## config.mk

```make
export PLATFORM = sky130hd
export DESIGN_NAME = udh_top
export DESIGN_NICKNAME = d
export VERILOG_FILES = /design/src/logic/udh_pkg.sv /design/src/logic/udh_fifo.sv /design/src/logic/udh_tx_shift.sv /design/src/logic/udh_top.sv
export VERILOG_INCLUDE_DIRS = /design/src /design/src/logic
export SDC_FILE = /design/constraint.sdc
export NUM_CORES = 1
export LEC_CHECK = 0
export BUFFER_PORTS_ARGS = -buffer_cell sky130_fd_sc_hd__buf_2
export CAP_MARGIN = 20
export CORE_MARGIN = 2
export CORE_UTILIZATION = 67
export DETAILED_ROUTE_END_ITERATION = 12
export PLACE_DENSITY_LB_ADDON = 0.08
export SLEW_MARGIN = 30
export SYNTH_ARGS = -nofsm -noshare
export SYNTH_HDL_FRONTEND = slang
export SYNTH_SLANG_ARGS = --single-unit
```

## constraint.sdc

```tcl
create_clock -name mclk -period 5.6 [get_ports mclk]
set_input_delay 0 -clock mclk [delete_from_list [all_inputs] [get_ports mclk]]
set_output_delay 0 -clock mclk [all_outputs]
set_load 0.01 [all_outputs]
```

## src/logic/udh_defs.svh

```systemverilog
/*
  Offsets, field positions, reset values and timing counts of the UART
  data holding path. Assumes byte addresses on the plain register port.
*/
`ifndef UDH_DEFS_SVH
`define UDH_DEFS_SVH

// ----------------------------------------
// Register offsets (byte addresses)
// ----------------------------------------
`define UDH_OFS_DATA 8'h00
`define UDH_OFS_DLH_IER 8'h04
`define UDH_OFS_FCR 8'h08
`define UDH_OFS_LCR 8'h0C
`define UDH_OFS_MCR 8'h10
`define UDH_OFS_LSR 8'h14
`define UDH_OFS_ISR 8'h40

// ----------------------------------------
// Field positions
// ----------------------------------------
`define UDH_LCR_DIVISOR_LATCH_ACCESS_BIT 7
`define UDH_FCR_EN 0
`define UDH_FCR_RXCLR 1
`define UDH_FCR_TXCLR 2
`define UDH_MCR_SIR 6
`define UDH_LSR_DR 0
`define UDH_LSR_OE 1
`define UDH_LSR_TX_HOLDING_EMPTY 5
`define UDH_LSR_TEMT 6
`define UDH_INT_RX 0
`define UDH_INT_OVR 1
`define UDH_INT_TX_HOLDING_EMPTY 2
`define UDH_INT_W 3

// ----------------------------------------
// Reset values, sizes and timing
// ----------------------------------------
`define UDH_RST_BYTE 8'h00
`define UDH_RST_WORD 32'h0000_0000
`define UDH_FIFO_DEPTH 16
`define UDH_FIFO_AW 4
`define UDH_TICK_LAST 4'hF
`define UDH_TICK_HALF 4'h7
`define UDH_SIR_TICKS 4'h3
`define UDH_SIR_STRETCH 5'h10

`endif

```

## src/logic/udh_pkg.sv

```systemverilog
/*
  Types of the UART data holding path.
  Assumes udh_defs.svh holds the numbers.
*/
package udh_pkg;

  // Gray coded along idle, start, data, stop
  typedef enum logic [1:0] {
    UDH_IDLE = 2'b00,
    UDH_START = 2'b01,
    UDH_DATA = 2'b11,
    UDH_STOP = 2'b10
  } udh_state_t;

  typedef struct packed {
    logic divisor_latch_access_bit;
    logic fifo_en;
    logic sir_mode;
  } udh_mode_t;

endpackage

```

## src/logic/udh_fifo.sv

```systemverilog
/*
  Byte FIFO of fixed depth with valid/ready on both sides.
  Assumes one clock; clear empties it in one cycle.
*/
`timescale 1ns/1ns
`include "udh_defs.svh"

module udh_fifo
  import udh_pkg::*;
(
  input wire logic mclk,
  input wire logic rst_n,
  input wire logic clear,
  input wire logic in_valid,
  input wire logic [7:0] in_data,
  output logic in_ready,
  output logic out_valid,
  output logic [7:0] out_data,
  input wire logic out_ready
);

  logic [7:0] mem_reg [`UDH_FIFO_DEPTH];
  logic [7:0] mem_next [`UDH_FIFO_DEPTH];
  logic [`UDH_FIFO_AW-1:0] wr_ptr_reg, wr_ptr_next, rd_ptr_reg, rd_ptr_next;
  logic [`UDH_FIFO_AW:0] count_reg, count_next;
  logic push, pop;

  assign in_ready = (count_reg != `UDH_FIFO_AW'(0) + (`UDH_FIFO_AW+1)'(`UDH_FIFO_DEPTH));
  assign out_valid = (count_reg != '0);
  assign out_data = mem_reg[rd_ptr_reg];
  assign push = in_valid & in_ready;
  assign pop = out_valid & out_ready;

  always_comb begin
    mem_next = mem_reg;
    wr_ptr_next = wr_ptr_reg;
    rd_ptr_next = rd_ptr_reg;
    count_next = count_reg;
    if (clear) begin
      wr_ptr_next = '0;
      rd_ptr_next = '0;
      count_next = '0;
    end else begin
      if (push) begin
        mem_next[wr_ptr_reg] = in_data;
        wr_ptr_next = wr_ptr_reg + 1'b1;
      end
      if (pop) begin
        rd_ptr_next = rd_ptr_reg + 1'b1;
      end
      case ({push, pop})
        2'b10: count_next = count_reg + 1'b1;
        2'b01: count_next = count_reg - 1'b1;
        default: count_next = count_reg;
      endcase
    end
  end

  always_ff @(posedge mclk or negedge rst_n) begin
    if (!rst_n) begin
      for (int i = 0; i < `UDH_FIFO_DEPTH; i++) begin
        mem_reg[i] <= `UDH_RST_BYTE;
      end
      wr_ptr_reg <= '0;
      rd_ptr_reg <= '0;
      count_reg <= '0;
    end else begin
      mem_reg <= mem_next;
      wr_ptr_reg <= wr_ptr_next;
      rd_ptr_reg <= rd_ptr_next;
      count_reg <= count_next;
    end
  end

endmodule

```

## src/logic/udh_tx_shift.sv

```systemverilog
/*
  Transmit serializer, 8 data bits, one start and one stop bit.
  Assumes tick16 pulses sixteen times per bit period.
*/
`timescale 1ns/1ns
`include "udh_defs.svh"

module udh_tx_shift
  import udh_pkg::*;
(
  input wire logic mclk,
  input wire logic rst_n,
  input wire logic tick16,
  input wire logic sir_mode,
  input wire logic load_valid,
  input wire logic [7:0] load_data,
  output logic load_ready,
  output logic busy,
  output logic sout,
  output logic sir_out_n
);

  udh_state_t state_reg, state_next;
  logic [3:0] tick_reg, tick_next;
  logic [2:0] bit_reg, bit_next;
  logic [7:0] shift_reg, shift_next;
  logic sout_reg, sout_next, sir_reg, sir_next;
  logic line_bit;

  assign load_ready = (state_reg == UDH_IDLE);
  assign busy = (state_reg != UDH_IDLE);
  assign sout = sout_reg;
  assign sir_out_n = sir_reg;

  always_comb begin
    state_next = state_reg;
    tick_next = tick_reg;
    bit_next = bit_reg;
    shift_next = shift_reg;
    case (state_reg)
      UDH_IDLE: line_bit = 1'b1;
      UDH_START: line_bit = 1'b0;
      UDH_DATA: line_bit = shift_reg[0];
      default: line_bit = 1'b1;
    endcase
    if (state_reg == UDH_IDLE) begin
      if (load_valid) begin
        shift_next = load_data;
        tick_next = '0;
        state_next = UDH_START;
      end
    end else if (tick16) begin
      tick_next = tick_reg + 1'b1;
      if (tick_reg == `UDH_TICK_LAST) begin
        case (state_reg)
          UDH_START: begin
            bit_next = '0;
            state_next = UDH_DATA;
          end
          UDH_DATA: begin
            shift_next = {1'b0, shift_reg[7:1]};
            bit_next = bit_reg + 1'b1;
            if (bit_reg == 3'h7) begin
              state_next = UDH_STOP;
            end
          end
          default: state_next = UDH_IDLE;
        endcase
      end
    end
    // Infrared: short low pulse for each zero bit, line idles high
    sout_next = sir_mode ? 1'b1 : line_bit;
    sir_next = ~(sir_mode & ~line_bit & (tick_reg < `UDH_SIR_TICKS));
  end

  always_ff @(posedge mclk or negedge rst_n) begin
    if (!rst_n) begin
      state_reg <= UDH_IDLE;
      tick_reg <= '0;
      bit_reg <= '0;
      shift_reg <= `UDH_RST_BYTE;
      sout_reg <= 1'b1;
      sir_reg <= 1'b1;
    end else begin
      state_reg <= state_next;
      tick_reg <= tick_next;
      bit_reg <= bit_next;
      shift_reg <= shift_next;
      sout_reg <= sout_next;
      sir_reg <= sir_next;
    end
  end

endmodule

```

## src/logic/udh_top.sv

```systemverilog
/*
  UART data holding path: receive buffer and FIFO, transmit holding
  register and FIFO, baud divider, receiver, register port, interrupt.
  Assumes a host on the plain register port in the mclk domain and
  asynchronous serial and infrared pins; 8 data bits, no parity.
*/
`timescale 1ns/1ns
`include "udh_defs.svh"

// Operation
// - Receive data register shows received byte from serial or infrared input.
// - Without FIFOs, new byte overwrites unread byte and flags overrun.
// - With FIFOs, reading receive data returns oldest FIFO entry.
// - Full receive FIFO keeps entries, drops new byte, flags overrun.
// - Written transmit byte goes out on serial or active-low infrared output.
// - Without FIFOs, a transmit write clears the holding empty flag.
// - Without FIFOs, further writes before empty replace the pending byte.
// - With FIFOs, sixteen writes fill transmit FIFO behind a busy shifter, seventeen from idle.
// - Transmit write while FIFO is full is discarded.
// - Offset zero reaches divisor low byte only while divisor latch access set.
module udh_top
  import udh_pkg::*;
(
  input wire logic mclk,
  input wire logic rst_n,
  input wire logic [7:0] addr,
  input wire logic [31:0] wdata,
  input wire logic wr_strobe,
  input wire logic rd_strobe,
  output logic [31:0] rdata,
  input wire logic sin,
  input wire logic sir_in,
  output logic sout,
  output logic sir_out_n,
  output logic irq
);

  function automatic logic hit(input logic [7:0] a, input logic [7:0] ofs);
    hit = (a == ofs);
  endfunction

  // ----------------------------------------
  // Control and status state
  // ----------------------------------------
  logic [7:0] dll_reg, dll_next, dlh_reg, dlh_next;
  logic [7:0] line_control_reg, line_control_next;
  logic [7:0] modem_ctrl_reg, modem_ctrl_next;
  logic [`UDH_INT_W-1:0] int_mask_reg, int_mask_next;
  logic [`UDH_INT_W-1:0] int_status_reg, int_status_next;
  logic fifo_en_reg, fifo_en_next;
  logic [7:0] rx_buffer_reg, rx_buffer_next;
  logic rx_hold_valid_reg, rx_hold_valid_next;
  logic [7:0] tx_holding_reg, tx_holding_next;
  logic tx_hold_valid_reg, tx_hold_valid_next;
  logic overrun_reg, overrun_next;
  logic tx_holding_empty_d_reg, tx_holding_empty_d_next;
  logic [31:0] rdata_reg, rdata_next;
  udh_mode_t mode;

  logic wr_data, rd_data, wr_fcr;
  logic rx_done, rx_overrun;
  logic [7:0] rx_byte;
  logic rx_data_available, tx_holding_empty, tx_empty;
  logic [7:0] line_status_reg;
  logic rxf_in_ready, rxf_out_valid, rxf_clear, rxf_pop;
  logic [7:0] rxf_out_data;
  logic txf_in_ready, txf_out_valid, txf_clear, txf_push;
  logic [7:0] txf_out_data;
  logic sh_load_valid, sh_load_ready, sh_busy;
  logic [7:0] sh_load_data;
  logic tick16;

  assign mode.divisor_latch_access_bit = line_control_reg[`UDH_LCR_DIVISOR_LATCH_ACCESS_BIT];
  assign mode.fifo_en = fifo_en_reg;
  assign mode.sir_mode = modem_ctrl_reg[`UDH_MCR_SIR];

  assign wr_data = wr_strobe & hit(addr, `UDH_OFS_DATA) & ~mode.divisor_latch_access_bit;
  assign rd_data = rd_strobe & hit(addr, `UDH_OFS_DATA) & ~mode.divisor_latch_access_bit;
  assign wr_fcr = wr_strobe & hit(addr, `UDH_OFS_FCR);

  // ----------------------------------------
  // Baud divider
  // ----------------------------------------
  // A divisor of zero stops the tick and so all serial traffic
  logic [15:0] baud_cnt_reg, baud_cnt_next;
  logic tick_reg, tick_next;

  always_comb begin
    baud_cnt_next = baud_cnt_reg + 16'h0001;
    tick_next = 1'b0;
    if ({dlh_reg, dll_reg} == 16'h0000) begin
      baud_cnt_next = 16'h0000;
    end else if (baud_cnt_reg >= {dlh_reg, dll_reg} - 16'h0001) begin
      baud_cnt_next = 16'h0000;
      tick_next = 1'b1;
    end
  end

  always_ff @(posedge mclk or negedge rst_n) begin
    if (!rst_n) begin
      baud_cnt_reg <= 16'h0000;
      tick_reg <= 1'b0;
    end else begin
      baud_cnt_reg <= baud_cnt_next;
      tick_reg <= tick_next;
    end
  end

  assign tick16 = tick_reg;

  // ----------------------------------------
  // Pin synchronisers and infrared stretch
  // ----------------------------------------
  logic sin_s1_reg, sin_s2_reg, sir_s1_reg, sir_s2_reg;
  logic [4:0] stretch_reg, stretch_next;
  logic rx_line;

  always_ff @(posedge mclk or negedge rst_n) begin
    if (!rst_n) begin
      sin_s1_reg <= 1'b1;
      sin_s2_reg <= 1'b1;
      sir_s1_reg <= 1'b0;
      sir_s2_reg <= 1'b0;
    end else begin
      sin_s1_reg <= sin;
      sin_s2_reg <= sin_s1_reg;
      sir_s1_reg <= sir_in;
      sir_s2_reg <= sir_s1_reg;
    end
  end

  // Short infrared pulses are held for one bit time to look like a zero bit
  always_comb begin
    stretch_next = stretch_reg;
    if (sir_s2_reg) begin
      stretch_next = `UDH_SIR_STRETCH;
    end else if (tick16 && stretch_reg != 5'h00) begin
      stretch_next = stretch_reg - 5'h01;
    end
  end

  always_ff @(posedge mclk or negedge rst_n) begin
    if (!rst_n) begin
      stretch_reg <= 5'h00;
    end else begin
      stretch_reg <= stretch_next;
    end
  end

  assign rx_line = mode.sir_mode ? (stretch_reg == 5'h00) : sin_s2_reg;

  // ----------------------------------------
  // Receiver
  // ----------------------------------------
  udh_state_t rx_state_reg, rx_state_next;
  logic [3:0] rx_tick_reg, rx_tick_next;
  logic [2:0] rx_bit_reg, rx_bit_next;
  logic [7:0] rx_shift_reg, rx_shift_next;
  logic rx_done_reg, rx_done_next;

  always_comb begin
    rx_state_next = rx_state_reg;
    rx_tick_next = rx_tick_reg;
    rx_bit_next = rx_bit_reg;
    rx_shift_next = rx_shift_reg;
    rx_done_next = 1'b0;
    if (tick16) begin
      rx_tick_next = rx_tick_reg + 1'b1;
      case (rx_state_reg)
        UDH_IDLE: begin
          rx_tick_next = '0;
          if (!rx_line) begin
            rx_state_next = UDH_START;
          end
        end
        UDH_START: begin
          if (rx_tick_reg == `UDH_TICK_HALF) begin
            rx_tick_next = '0;
            rx_bit_next = '0;
            rx_state_next = rx_line ? UDH_IDLE : UDH_DATA;
          end
        end
        UDH_DATA: begin
          if (rx_tick_reg == `UDH_TICK_LAST) begin
            rx_shift_next = {rx_line, rx_shift_reg[7:1]};
            rx_bit_next = rx_bit_reg + 1'b1;
            if (rx_bit_reg == 3'h7) begin
              rx_state_next = UDH_STOP;
            end
          end
        end
        default: begin
          if (rx_tick_reg == `UDH_TICK_LAST) begin
            rx_done_next = 1'b1;
            rx_state_next = UDH_IDLE;
          end
        end
      endcase
    end
  end

  always_ff @(posedge mclk or negedge rst_n) begin
    if (!rst_n) begin
      rx_state_reg <= UDH_IDLE;
      rx_tick_reg <= '0;
      rx_bit_reg <= '0;
      rx_shift_reg <= `UDH_RST_BYTE;
      rx_done_reg <= 1'b0;
    end else begin
      rx_state_reg <= rx_state_next;
      rx_tick_reg <= rx_tick_next;
      rx_bit_reg <= rx_bit_next;
      rx_shift_reg <= rx_shift_next;
      rx_done_reg <= rx_done_next;
    end
  end

  assign rx_done = rx_done_reg;
  assign rx_byte = rx_shift_reg;

  // ----------------------------------------
  // FIFOs and transmitter
  // ----------------------------------------
  // Toggling the FIFO enable flushes both FIFOs so no stale bytes survive
  assign rxf_clear = wr_fcr & ((wdata[`UDH_FCR_EN] != fifo_en_reg) | wdata[`UDH_FCR_RXCLR]);
  assign txf_clear = wr_fcr & ((wdata[`UDH_FCR_EN] != fifo_en_reg) | wdata[`UDH_FCR_TXCLR]);
  assign rxf_pop = rd_data & fifo_en_reg;
  assign txf_push = wr_data & fifo_en_reg;

  udh_fifo rx_fifo (
    .mclk(mclk),
    .rst_n(rst_n),
    .clear(rxf_clear),
    .in_valid(rx_done & fifo_en_reg),
    .in_data(rx_byte),
    .in_ready(rxf_in_ready),
    .out_valid(rxf_out_valid),
    .out_data(rxf_out_data),
    .out_ready(rxf_pop)
  );

  udh_fifo tx_fifo (
    .mclk(mclk),
    .rst_n(rst_n),
    .clear(txf_clear),
    .in_valid(txf_push),
    .in_data(wdata[7:0]),
    .in_ready(txf_in_ready),
    .out_valid(txf_out_valid),
    .out_data(txf_out_data),
    .out_ready(fifo_en_reg & sh_load_ready)
  );

  assign sh_load_valid = fifo_en_reg ? txf_out_valid : tx_hold_valid_reg;
  assign sh_load_data = fifo_en_reg ? txf_out_data : tx_holding_reg;

  udh_tx_shift tx_shift (
    .mclk(mclk),
    .rst_n(rst_n),
    .tick16(tick16),
    .sir_mode(mode.sir_mode),
    .load_valid(sh_load_valid),
    .load_data(sh_load_data),
    .load_ready(sh_load_ready),
    .busy(sh_busy),
    .sout(sout),
    .sir_out_n(sir_out_n)
  );

  // ----------------------------------------
  // Line status and register file
  // ----------------------------------------
  assign rx_data_available = fifo_en_reg ? rxf_out_valid : rx_hold_valid_reg;
  assign tx_holding_empty = fifo_en_reg ? ~txf_out_valid : ~tx_hold_valid_reg;
  assign tx_empty = tx_holding_empty & ~sh_busy;
  assign rx_overrun = rx_done & (fifo_en_reg ? ~rxf_in_ready : rx_hold_valid_reg);

  always_comb begin
    line_status_reg = 8'h00;
    line_status_reg[`UDH_LSR_DR] = rx_data_available;
    line_status_reg[`UDH_LSR_OE] = overrun_reg;
    line_status_reg[`UDH_LSR_TX_HOLDING_EMPTY] = tx_holding_empty;
    line_status_reg[`UDH_LSR_TEMT] = tx_empty;
  end

  always_comb begin
    dll_next = dll_reg;
    dlh_next = dlh_reg;
    line_control_next = line_control_reg;
    modem_ctrl_next = modem_ctrl_reg;
    int_mask_next = int_mask_reg;
    fifo_en_next = fifo_en_reg;
    rx_buffer_next = rx_buffer_reg;
    rx_hold_valid_next = rx_hold_valid_reg;
    tx_holding_next = tx_holding_reg;
    tx_hold_valid_next = tx_hold_valid_reg;
    tx_holding_empty_d_next = tx_holding_empty;
    rdata_next = `UDH_RST_WORD;
    if (wr_strobe) begin
      if (hit(addr, `UDH_OFS_DATA) && mode.divisor_latch_access_bit) dll_next = wdata[7:0];
      if (hit(addr, `UDH_OFS_DLH_IER) && mode.divisor_latch_access_bit) dlh_next = wdata[7:0];
      if (hit(addr, `UDH_OFS_DLH_IER) && !mode.divisor_latch_access_bit) int_mask_next = wdata[`UDH_INT_W-1:0];
      if (hit(addr, `UDH_OFS_LCR)) line_control_next = wdata[7:0];
      if (hit(addr, `UDH_OFS_MCR)) modem_ctrl_next = wdata[7:0];
      if (hit(addr, `UDH_OFS_FCR)) fifo_en_next = wdata[`UDH_FCR_EN];
    end
    // Pending byte taken by the shifter, a same-cycle write keeps the new one
    if (!fifo_en_reg && sh_load_ready && tx_hold_valid_reg) tx_hold_valid_next = 1'b0;
    if (wr_data && !fifo_en_reg) begin
      tx_holding_next = wdata[7:0];
      tx_hold_valid_next = 1'b1;
    end
    if (rd_data && !fifo_en_reg) rx_hold_valid_next = 1'b0;
    if (rx_done && !fifo_en_reg) begin
      rx_buffer_next = rx_byte;
      rx_hold_valid_next = 1'b1;
    end
    if (wr_fcr && wdata[`UDH_FCR_EN] != fifo_en_reg) begin
      rx_hold_valid_next = 1'b0;
      tx_hold_valid_next = 1'b0;
    end
    if (rd_strobe) begin
      case (addr)
        `UDH_OFS_DATA: begin
          if (mode.divisor_latch_access_bit) rdata_next = {24'h000000, dll_reg};
          else rdata_next = {24'h000000, fifo_en_reg ? rxf_out_data : rx_buffer_reg};
        end
        `UDH_OFS_DLH_IER: rdata_next = mode.divisor_latch_access_bit ? {24'h000000, dlh_reg} : {29'h0, int_mask_reg};
        `UDH_OFS_FCR: rdata_next = {31'h0, fifo_en_reg};
        `UDH_OFS_LCR: rdata_next = {24'h000000, line_control_reg};
        `UDH_OFS_MCR: rdata_next = {24'h000000, modem_ctrl_reg};
        `UDH_OFS_LSR: rdata_next = {24'h000000, line_status_reg};
        `UDH_OFS_ISR: rdata_next = {29'h0, int_status_reg};
        default: rdata_next = `UDH_RST_WORD;
      endcase
    end
  end

  // ----------------------------------------
  // Sticky flags: a set in the clear cycle wins
  // ----------------------------------------
  always_comb begin
    overrun_next = overrun_reg;
    if (rd_strobe && hit(addr, `UDH_OFS_LSR)) overrun_next = 1'b0;
    if (rx_overrun) overrun_next = 1'b1;
    int_status_next = int_status_reg;
    if (wr_strobe && hit(addr, `UDH_OFS_ISR)) int_status_next = int_status_reg & ~wdata[`UDH_INT_W-1:0];
    if (rx_done) int_status_next[`UDH_INT_RX] = 1'b1;
    if (rx_overrun) int_status_next[`UDH_INT_OVR] = 1'b1;
    if (tx_holding_empty && !tx_holding_empty_d_reg) int_status_next[`UDH_INT_TX_HOLDING_EMPTY] = 1'b1;
  end

  always_ff @(posedge mclk or negedge rst_n) begin
    if (!rst_n) begin
      dll_reg <= `UDH_RST_BYTE;
      dlh_reg <= `UDH_RST_BYTE;
      line_control_reg <= `UDH_RST_BYTE;
      modem_ctrl_reg <= `UDH_RST_BYTE;
      int_mask_reg <= '0;
      int_status_reg <= '0;
      fifo_en_reg <= 1'b0;
      rx_buffer_reg <= `UDH_RST_BYTE;
      rx_hold_valid_reg <= 1'b0;
      tx_holding_reg <= `UDH_RST_BYTE;
      tx_hold_valid_reg <= 1'b0;
      overrun_reg <= 1'b0;
      tx_holding_empty_d_reg <= 1'b1;
      rdata_reg <= `UDH_RST_WORD;
    end else begin
      dll_reg <= dll_next;
      dlh_reg <= dlh_next;
      line_control_reg <= line_control_next;
      modem_ctrl_reg <= modem_ctrl_next;
      int_mask_reg <= int_mask_next;
      int_status_reg <= int_status_next;
      fifo_en_reg <= fifo_en_next;
      rx_buffer_reg <= rx_buffer_next;
      rx_hold_valid_reg <= rx_hold_valid_next;
      tx_holding_reg <= tx_holding_next;
      tx_hold_valid_reg <= tx_hold_valid_next;
      overrun_reg <= overrun_next;
      tx_holding_empty_d_reg <= tx_holding_empty_d_next;
      rdata_reg <= rdata_next;
    end
  end

  assign rdata = rdata_reg;
  assign irq = |(int_status_reg & int_mask_reg);

endmodule

```

Word level (Yosys, flattened, before mapping) --
Cells that the tools add are included.
Storage, ports and cells: flip-flop bits (word level) 436, input bits 46, output and inout bits 35, word-level logic and storage cells 309
Cells by class: add/sub/neg operators 15, magnitude comparators 8, equality and inequality tests 28, multiplexer cells 85, bitwise operators 38, reduce and logical (&&, ||, !) cells 63
Operator list (number):
- 128-bit bitwise mux | 2
- 32-bit case mux with 7 select lines | 1
- 8-bit 2-to-1 mux | 15
- 8-bit binary-select mux with 4-bit select | 2
- 8-bit demux with 4-bit select | 2
- 4-bit 2-to-1 mux | 12
- 16-bit 2-to-1 mux | 2
- 32-bit 2-to-1 mux | 1
- 2-bit nonzero test | 15
- 4-bit by 1-bit adder with 4-bit output (second input constant) | 6
- 1-bit 2-to-1 mux | 22
- 2-bit 2-to-1 mux | 11
- 5-bit >= comparator (second input constant) | 4
- 5-bit 2-to-1 mux | 4
- 4-bit NOT with 5-bit output | 4
- 5-bit case mux with 2 select lines | 2
- 1-bit AND | 19
- 2-bit AND reduction | 9
- 16-bit by 1-bit adder with 16-bit output (second input constant) | 1
- 8-bit by 4-bit equality test with 1-bit output (second input constant) | 2
- 8-bit by 5-bit equality test with 1-bit output (second input constant) | 2
- 16-bit >= comparator | 1
- 16-bit logical NOT | 1
- 4-bit AND reduction | 4
- other kinds (37) | 93

Longest topological paths before layout --
word-level depth 8, mapped depth 14, mapped depth without buffers 13

Modules after synthesis --
From an unflattened synthesis, not the netlist that was laid out.
Unflattened totals: cells, all modules 1533, area total of the unflattened synthesis 20553.5 um2
By module, submodules not included:
- udh_fifo at rx_fifo | times used 1, cells each 434, area an instance 6882.9 um2, sequential area each 3528.4 um2
- udh_fifo at tx_fifo | times used 1, cells each 431, area an instance 6627.6 um2, sequential area each 3528.4 um2
- udh_top | times used 1, cells each 555, area an instance 5949.5 um2, sequential area each 2781.4 um2
- udh_tx_shift | times used 1, cells each 113, area an instance 1093.5 um2, sequential area each 478.0 um2

Worst setup path after synthesis --
Ideal clock, no wire load.
path type flip-flop to flip-flop, from register fifo_en_reg, to register rx_fifo.count_reg[4], setup time 0.078 ns, arrival time 3.112 ns, data required time 5.522 ns, setup slack 2.410 ns, stages on the path, launching flop included 14, clock period less this slack 3.190 ns, cell sequence dfrtp_1 clkbuf_1 clkbuf_1 inv_1 or4_1 inv_1 ha_1 inv_1 fa_1 nor2b_1 o21ai_0 and3_1 or4_1 a21oi_1
On the way: cells in the longest elaborated chain, start to end 5, elaborated cells between the ends (all ways) 12, those cells by class eq/ne (3); mux (2); bitwise (6); reduce/logical (1)
Ends and longest elaborated chain:
- start, declared | RTL line udh_top.sv:50 | logic fifo_en_reg, fifo_en_next;
- start signal, assigned | RTL line udh_top.sv:376 | fifo_en_reg <= fifo_en_next;
- 1-bit AND, on equally long branches | RTL line udh_top.sv:227, udh_top.sv:234
- 1-bit AND, on equally long branches | RTL line udh_fifo.sv:32, udh_fifo.sv:31
- 2-bit by 1-bit equality test with 1-bit output or 2-bit equality test (tied branches) | RTL line udh_fifo.sv:51 | case ({push, pop})
- 5-bit case mux with 2 select lines | RTL line udh_fifo.sv:51
- 5-bit 2-to-1 mux | RTL line udh_fifo.sv:39 | if (clear) begin
- end signal, assigned | RTL line udh_fifo.sv:71 | count_reg <= count_next;
- end, declared | RTL line udh_fifo.sv:25 | logic [`UDH_FIFO_AW:0] count_reg, count_next;
Several ways; a longest one is shown, not always the timed one. A chain may end at the register's enable or synchronous reset.

Final worst setup path --
from register tx_fifo.count_reg[1], to register tx_fifo.count_reg[4]
On the way: cells in the longest elaborated chain, start to end 5, elaborated cells between the ends (all ways) 11, those cells by class add/sub (2); eq/ne (3); mux (2); bitwise (2); reduce/logical (2)
Ends and longest elaborated chain (RTL line):
- start, declared | udh_fifo.sv:25
- start signal, assigned | udh_fifo.sv:71
- 5-bit != test or 5-bit nonzero test (tied branches) | udh_fifo.sv:28, udh_fifo.sv:29
- 1-bit AND, on equally long branches | udh_fifo.sv:31, udh_fifo.sv:32
- 2-bit by 1-bit equality test with 1-bit output or 2-bit equality test (tied branches) | udh_fifo.sv:51
- 5-bit case mux with 2 select lines | udh_fifo.sv:51
- 5-bit 2-to-1 mux | udh_fifo.sv:39
Several ways; a longest one is shown, not always the timed one.

==> results.md <==
* Status: finished, final reports clean
* Number of CTS-inserted buffers at 43
* Main synth FF type: dfrtp_1
* Final Hold Fails at 0
* Ports at 81
* Synth Area in XOR/XNOR at 2.241%
* Final TNS setup at 0 ps
* Measured slew at the worst slew-check pin at 897.7 ps
* Post-synthesis sequential area ratio at 50.75%
* Post-synthesis cell area at 20330 µm²
* Largest net degree at the start of global routing at 177
* Fin crit share at 67.69%
* Total number of vias at 13.04k
* Die area at 31750 µm²
* Gr usage total at 29.05%
* Area Growth Syn to Fin at 8.993%
* Share of flip-flops with an asynchronous set or reset at 100.0%
* Clock Skew at 11.98 ps
* Avg Cell Area, Syn at 12.59 µm²
* WS Path Type: flip-flop to flip-flop
* Synth warn at 0
* Total grt overflow at 0
* 1st-pass router iterations at 5
* Mux share of post-synthesis cell area at 24.53%
* CTS clk-pin slew, worst paths at 60 ps
* Fraction of the mapped netlist area in adder cells at 3.029%
* Nets at 1713
* Remaining antenna violation count at 0
* CP dominant cell by count: a21oi_1
* Slew Limit Fails at 0
* Worst Hold Path EP: dll_reg[3]
* Leakage at 10.55 nW
* Clk sinks at 412
* Simple-gate area share of the yosys netlist at 8.119%
* Clock tree buffer depth at 3
* WP data required at 6060 ps
* Drt via density at 6.390
* Max_cap viols at 0
* Flop2flop setup slack at 1810 ps
* P per Cell Area at 284.1 nW/µm²
* CP max stage cell: nor4_1
* Insertion delay to the later sink of the worst-skew pair at 540 ps
* Compound-cell area share of the yosys netlist at 7.572%
* Total wire length at 44390 µm
* Synth Instances at 1614
* DR iter-0 viols at 1248
* Starting Density at 68.40%
* Post-route DRC violation count at 0
* Chip width at 178.2 µm
* Worst Hold Slack at 42.40 ps
* Crit path DAT at 4250 ps
* Largest family of logic cells by synthesized area: multiplexers
* Worst hold path class: input port to flip-flop
* Max Freq at 0.2638 GHz
* CP max FO at 15
* Clk Tree Root Cell: clkbuf_16
* WL/cell at 21.76 µm
* Unique masters post-synth at 73
* Port Buf Inserts at 32
* Die Y-Extent at 178.2 µm
* Startpoint types: flip-flop
* Final setup vio count at 0
* Crit path time final at 3791 ps
* Final worst setup slack at 1809 ps
* Number of cells on the worst hold path at 3
* R2r startpoint: tx_fifo.count_reg[1]
* Element type at the critical path end: flip-flop
* Max VDD drop at 0.2465 mV
* First-pass GRT wire length at 71330 µm
* Row count at 63
* Flops & latches, synth at 412
* CTS tree: built
* Core area at 29720 µm²
* EDFF count, synth at 0
* RSZ-0062 raised after global routing: false
* Place WS at 1885 ps
* Number of global-route vias before repair at 13.14k
* Critical Path Max Stage Delay at 560 ps
* Initial antenna violation count at 2
* H-tree lvl count at 2
* Share of cells above drive strength 1 at 31.05%
* Hold_sp: wdata[3]
* Critical-path cell list: nor4_1 > a21oi_1 > and2_1 > inv_4 > ha_1 > inv_1 > fa_1 > nor2b_1 > o21ai_0 > and3_1 > or4_1 > a21oi_1
* Reg2reg end: tx_fifo.count_reg[4]
* Cells on worst reg2reg path at 12
* Worst slew margin at 39.93%
* HPWL after DPL at 29570 µm
* Routability cong. at 0.8673
routing by layer:
layer / track usage (%) / vias up / share of wire [%]
met5: 0 / - / 0
met3: 4.476 / 81 / 5.6
li1: - / 5847 / -
met4: 8.130 / 0 / 2.5
met1: 43.38 / 6738 / 46
met2: 44.77 / 369 / 46
cell type report:
| type | instances | area [µm²] |
|---|---|---|
| Antenna cell | 1 | 2.502 |
| Clock buffer | 65 | 1301 |
| Clock inverter | 10 | 55.05 |
| Fill cell | 1945 | 7564 |
| Inverter | 53 | 201.4 |
| Multi-Input combinational cell | 1052 | 9348 |
| Sequential cell | 412 | 10320 |
| Tap cell | 390 | 488.0 |
| Timing Repair Buffer | 57 | 437.9 |
logic make-up (layout without fill, tap and decap cells):
| kind of cell | Yosys count | in the layout |
|---|---|---|
| and+or+nand+nor | 295 | 295 |
| other | 1 | 25 |
| adders and majority gates | 48 | 48 |
| AOI/OAI and AO/OA | 232 | 232 |
| buffers and inverters | 173 | 185 |
| DFF | 412 | 412 |
| xor gates and xnor gates | 52 | 52 |
| muxes | 401 | 401 |
critical path, delay by kind of cell, from the launching register on:
family	cells	cell delay, ps
AO/OA/AOI/OAI	3	480
adder cells (fa/ha/maj)	2	670
buffers and inverters	2	360
flip-flops	1	420
AND/OR/NAND/NOR	5	1780
power by group:
group	internal [W]	total, W	switching, W	leakage [nW]
sequential	0.00304	0.00311	0.0000624	5.62
clock	0.00160	0.00273	0.00113	0.670
combinational	0.000166	0.000461	0.000295	4.26
total	0.00481	0.00629	0.00149	10.5
cell usage after synthesis, types with 19 or more instances:
cell,instances,area [µm²]
nand3_1,28,140.1
mux2i_1,29,290.3
xnor2_1,23,201.4
a21oi_1,56,280.3
o21ai_0,47,235.2
o22ai_1,35,219.0
buf_4,26,195.2
nand2_1,68,255.2
inv_1,51,191.4
mux4_2,45,1013
nor2_1,76,285.3
dfrtp_1,407,10180
xor2_1,29,254.0
clkbuf_1,67,251.5
buf_1,19,71.32
mux2_2,323,3637
ha_1,46,575.6
what timing repair did:
item / in CTS / in global routing
buffers inserted: 0 / 0
hold buffers: 14 / 0
resized for setup: 0 / 0
endpoints found under the setup margin: 0 / 0
hold endpoints to repair: 115 / 0
stage by stage:
stage,utilization (%),power (W),area (µm²),std cells
after CTS,74.45,0.006343,22120,2038
final,74.55,0.006295,22150,2040
after floorplan,-,0.003444,20410,1637
after detailed placement,69.41,0.003611,20630,1949
after global routing,74.54,0.006534,22150,2039
after global placement,69.39,0.003594,20620,1949
worst max path at each step:
stage / endpoint / cells past startpoint / slack [ps] / from
6_report: tx_fifo.count_reg[4] / 12 / 1810 / tx_fifo.count_reg[1]
5_1_grt: tx_fifo.count_reg[4] / 12 / 1540 / tx_fifo.count_reg[1]
4_1_cts: tx_fifo.count_reg[4] / 12 / 1850 / tx_fifo.count_reg[1]
3_5_place_dp: tx_fifo.count_reg[4] / 12 / 1880 / tx_fifo.count_reg[1]
3_3_place_gp: baud_cnt_reg[1] / 10 / 1870 / dll_reg[5]
2_1_floorplan: rx_fifo.count_reg[4] / 13 / 2410 / fifo_en_reg
layout by cell type (no fill, tap or decap), drive strengths merged, types with 6 or more instances in the layout:
| cell type | n |
|---|---|
| a211oi | 6 |
| a21boi | 7 |
| a21o | 9 |
| a21oi | 56 |
| a221oi | 8 |
| a22oi | 13 |
| and3 | 10 |
| buf | 43 |
| clkbuf | 65 |
| clkinv | 9 |
| conb | 24 |
| dfrtp | 407 |
| dlygate4sd3 | 14 |
| ha | 46 |
| inv | 52 |
| mux2 | 327 |
| mux2i | 29 |
| mux4 | 45 |
| nand2 | 68 |
| nand2b | 14 |
| nand3 | 32 |
| nand4 | 17 |
| nand4b | 7 |
| nor2 | 76 |
| nor2b | 15 |
| nor3 | 11 |
| nor4 | 6 |
| nor4b | 6 |
| o21ai | 47 |
| o22ai | 35 |
| or4 | 9 |
| xnor2 | 23 |
| xor2 | 29 |
Note: power is estimated with default switching activity, not from simulation.
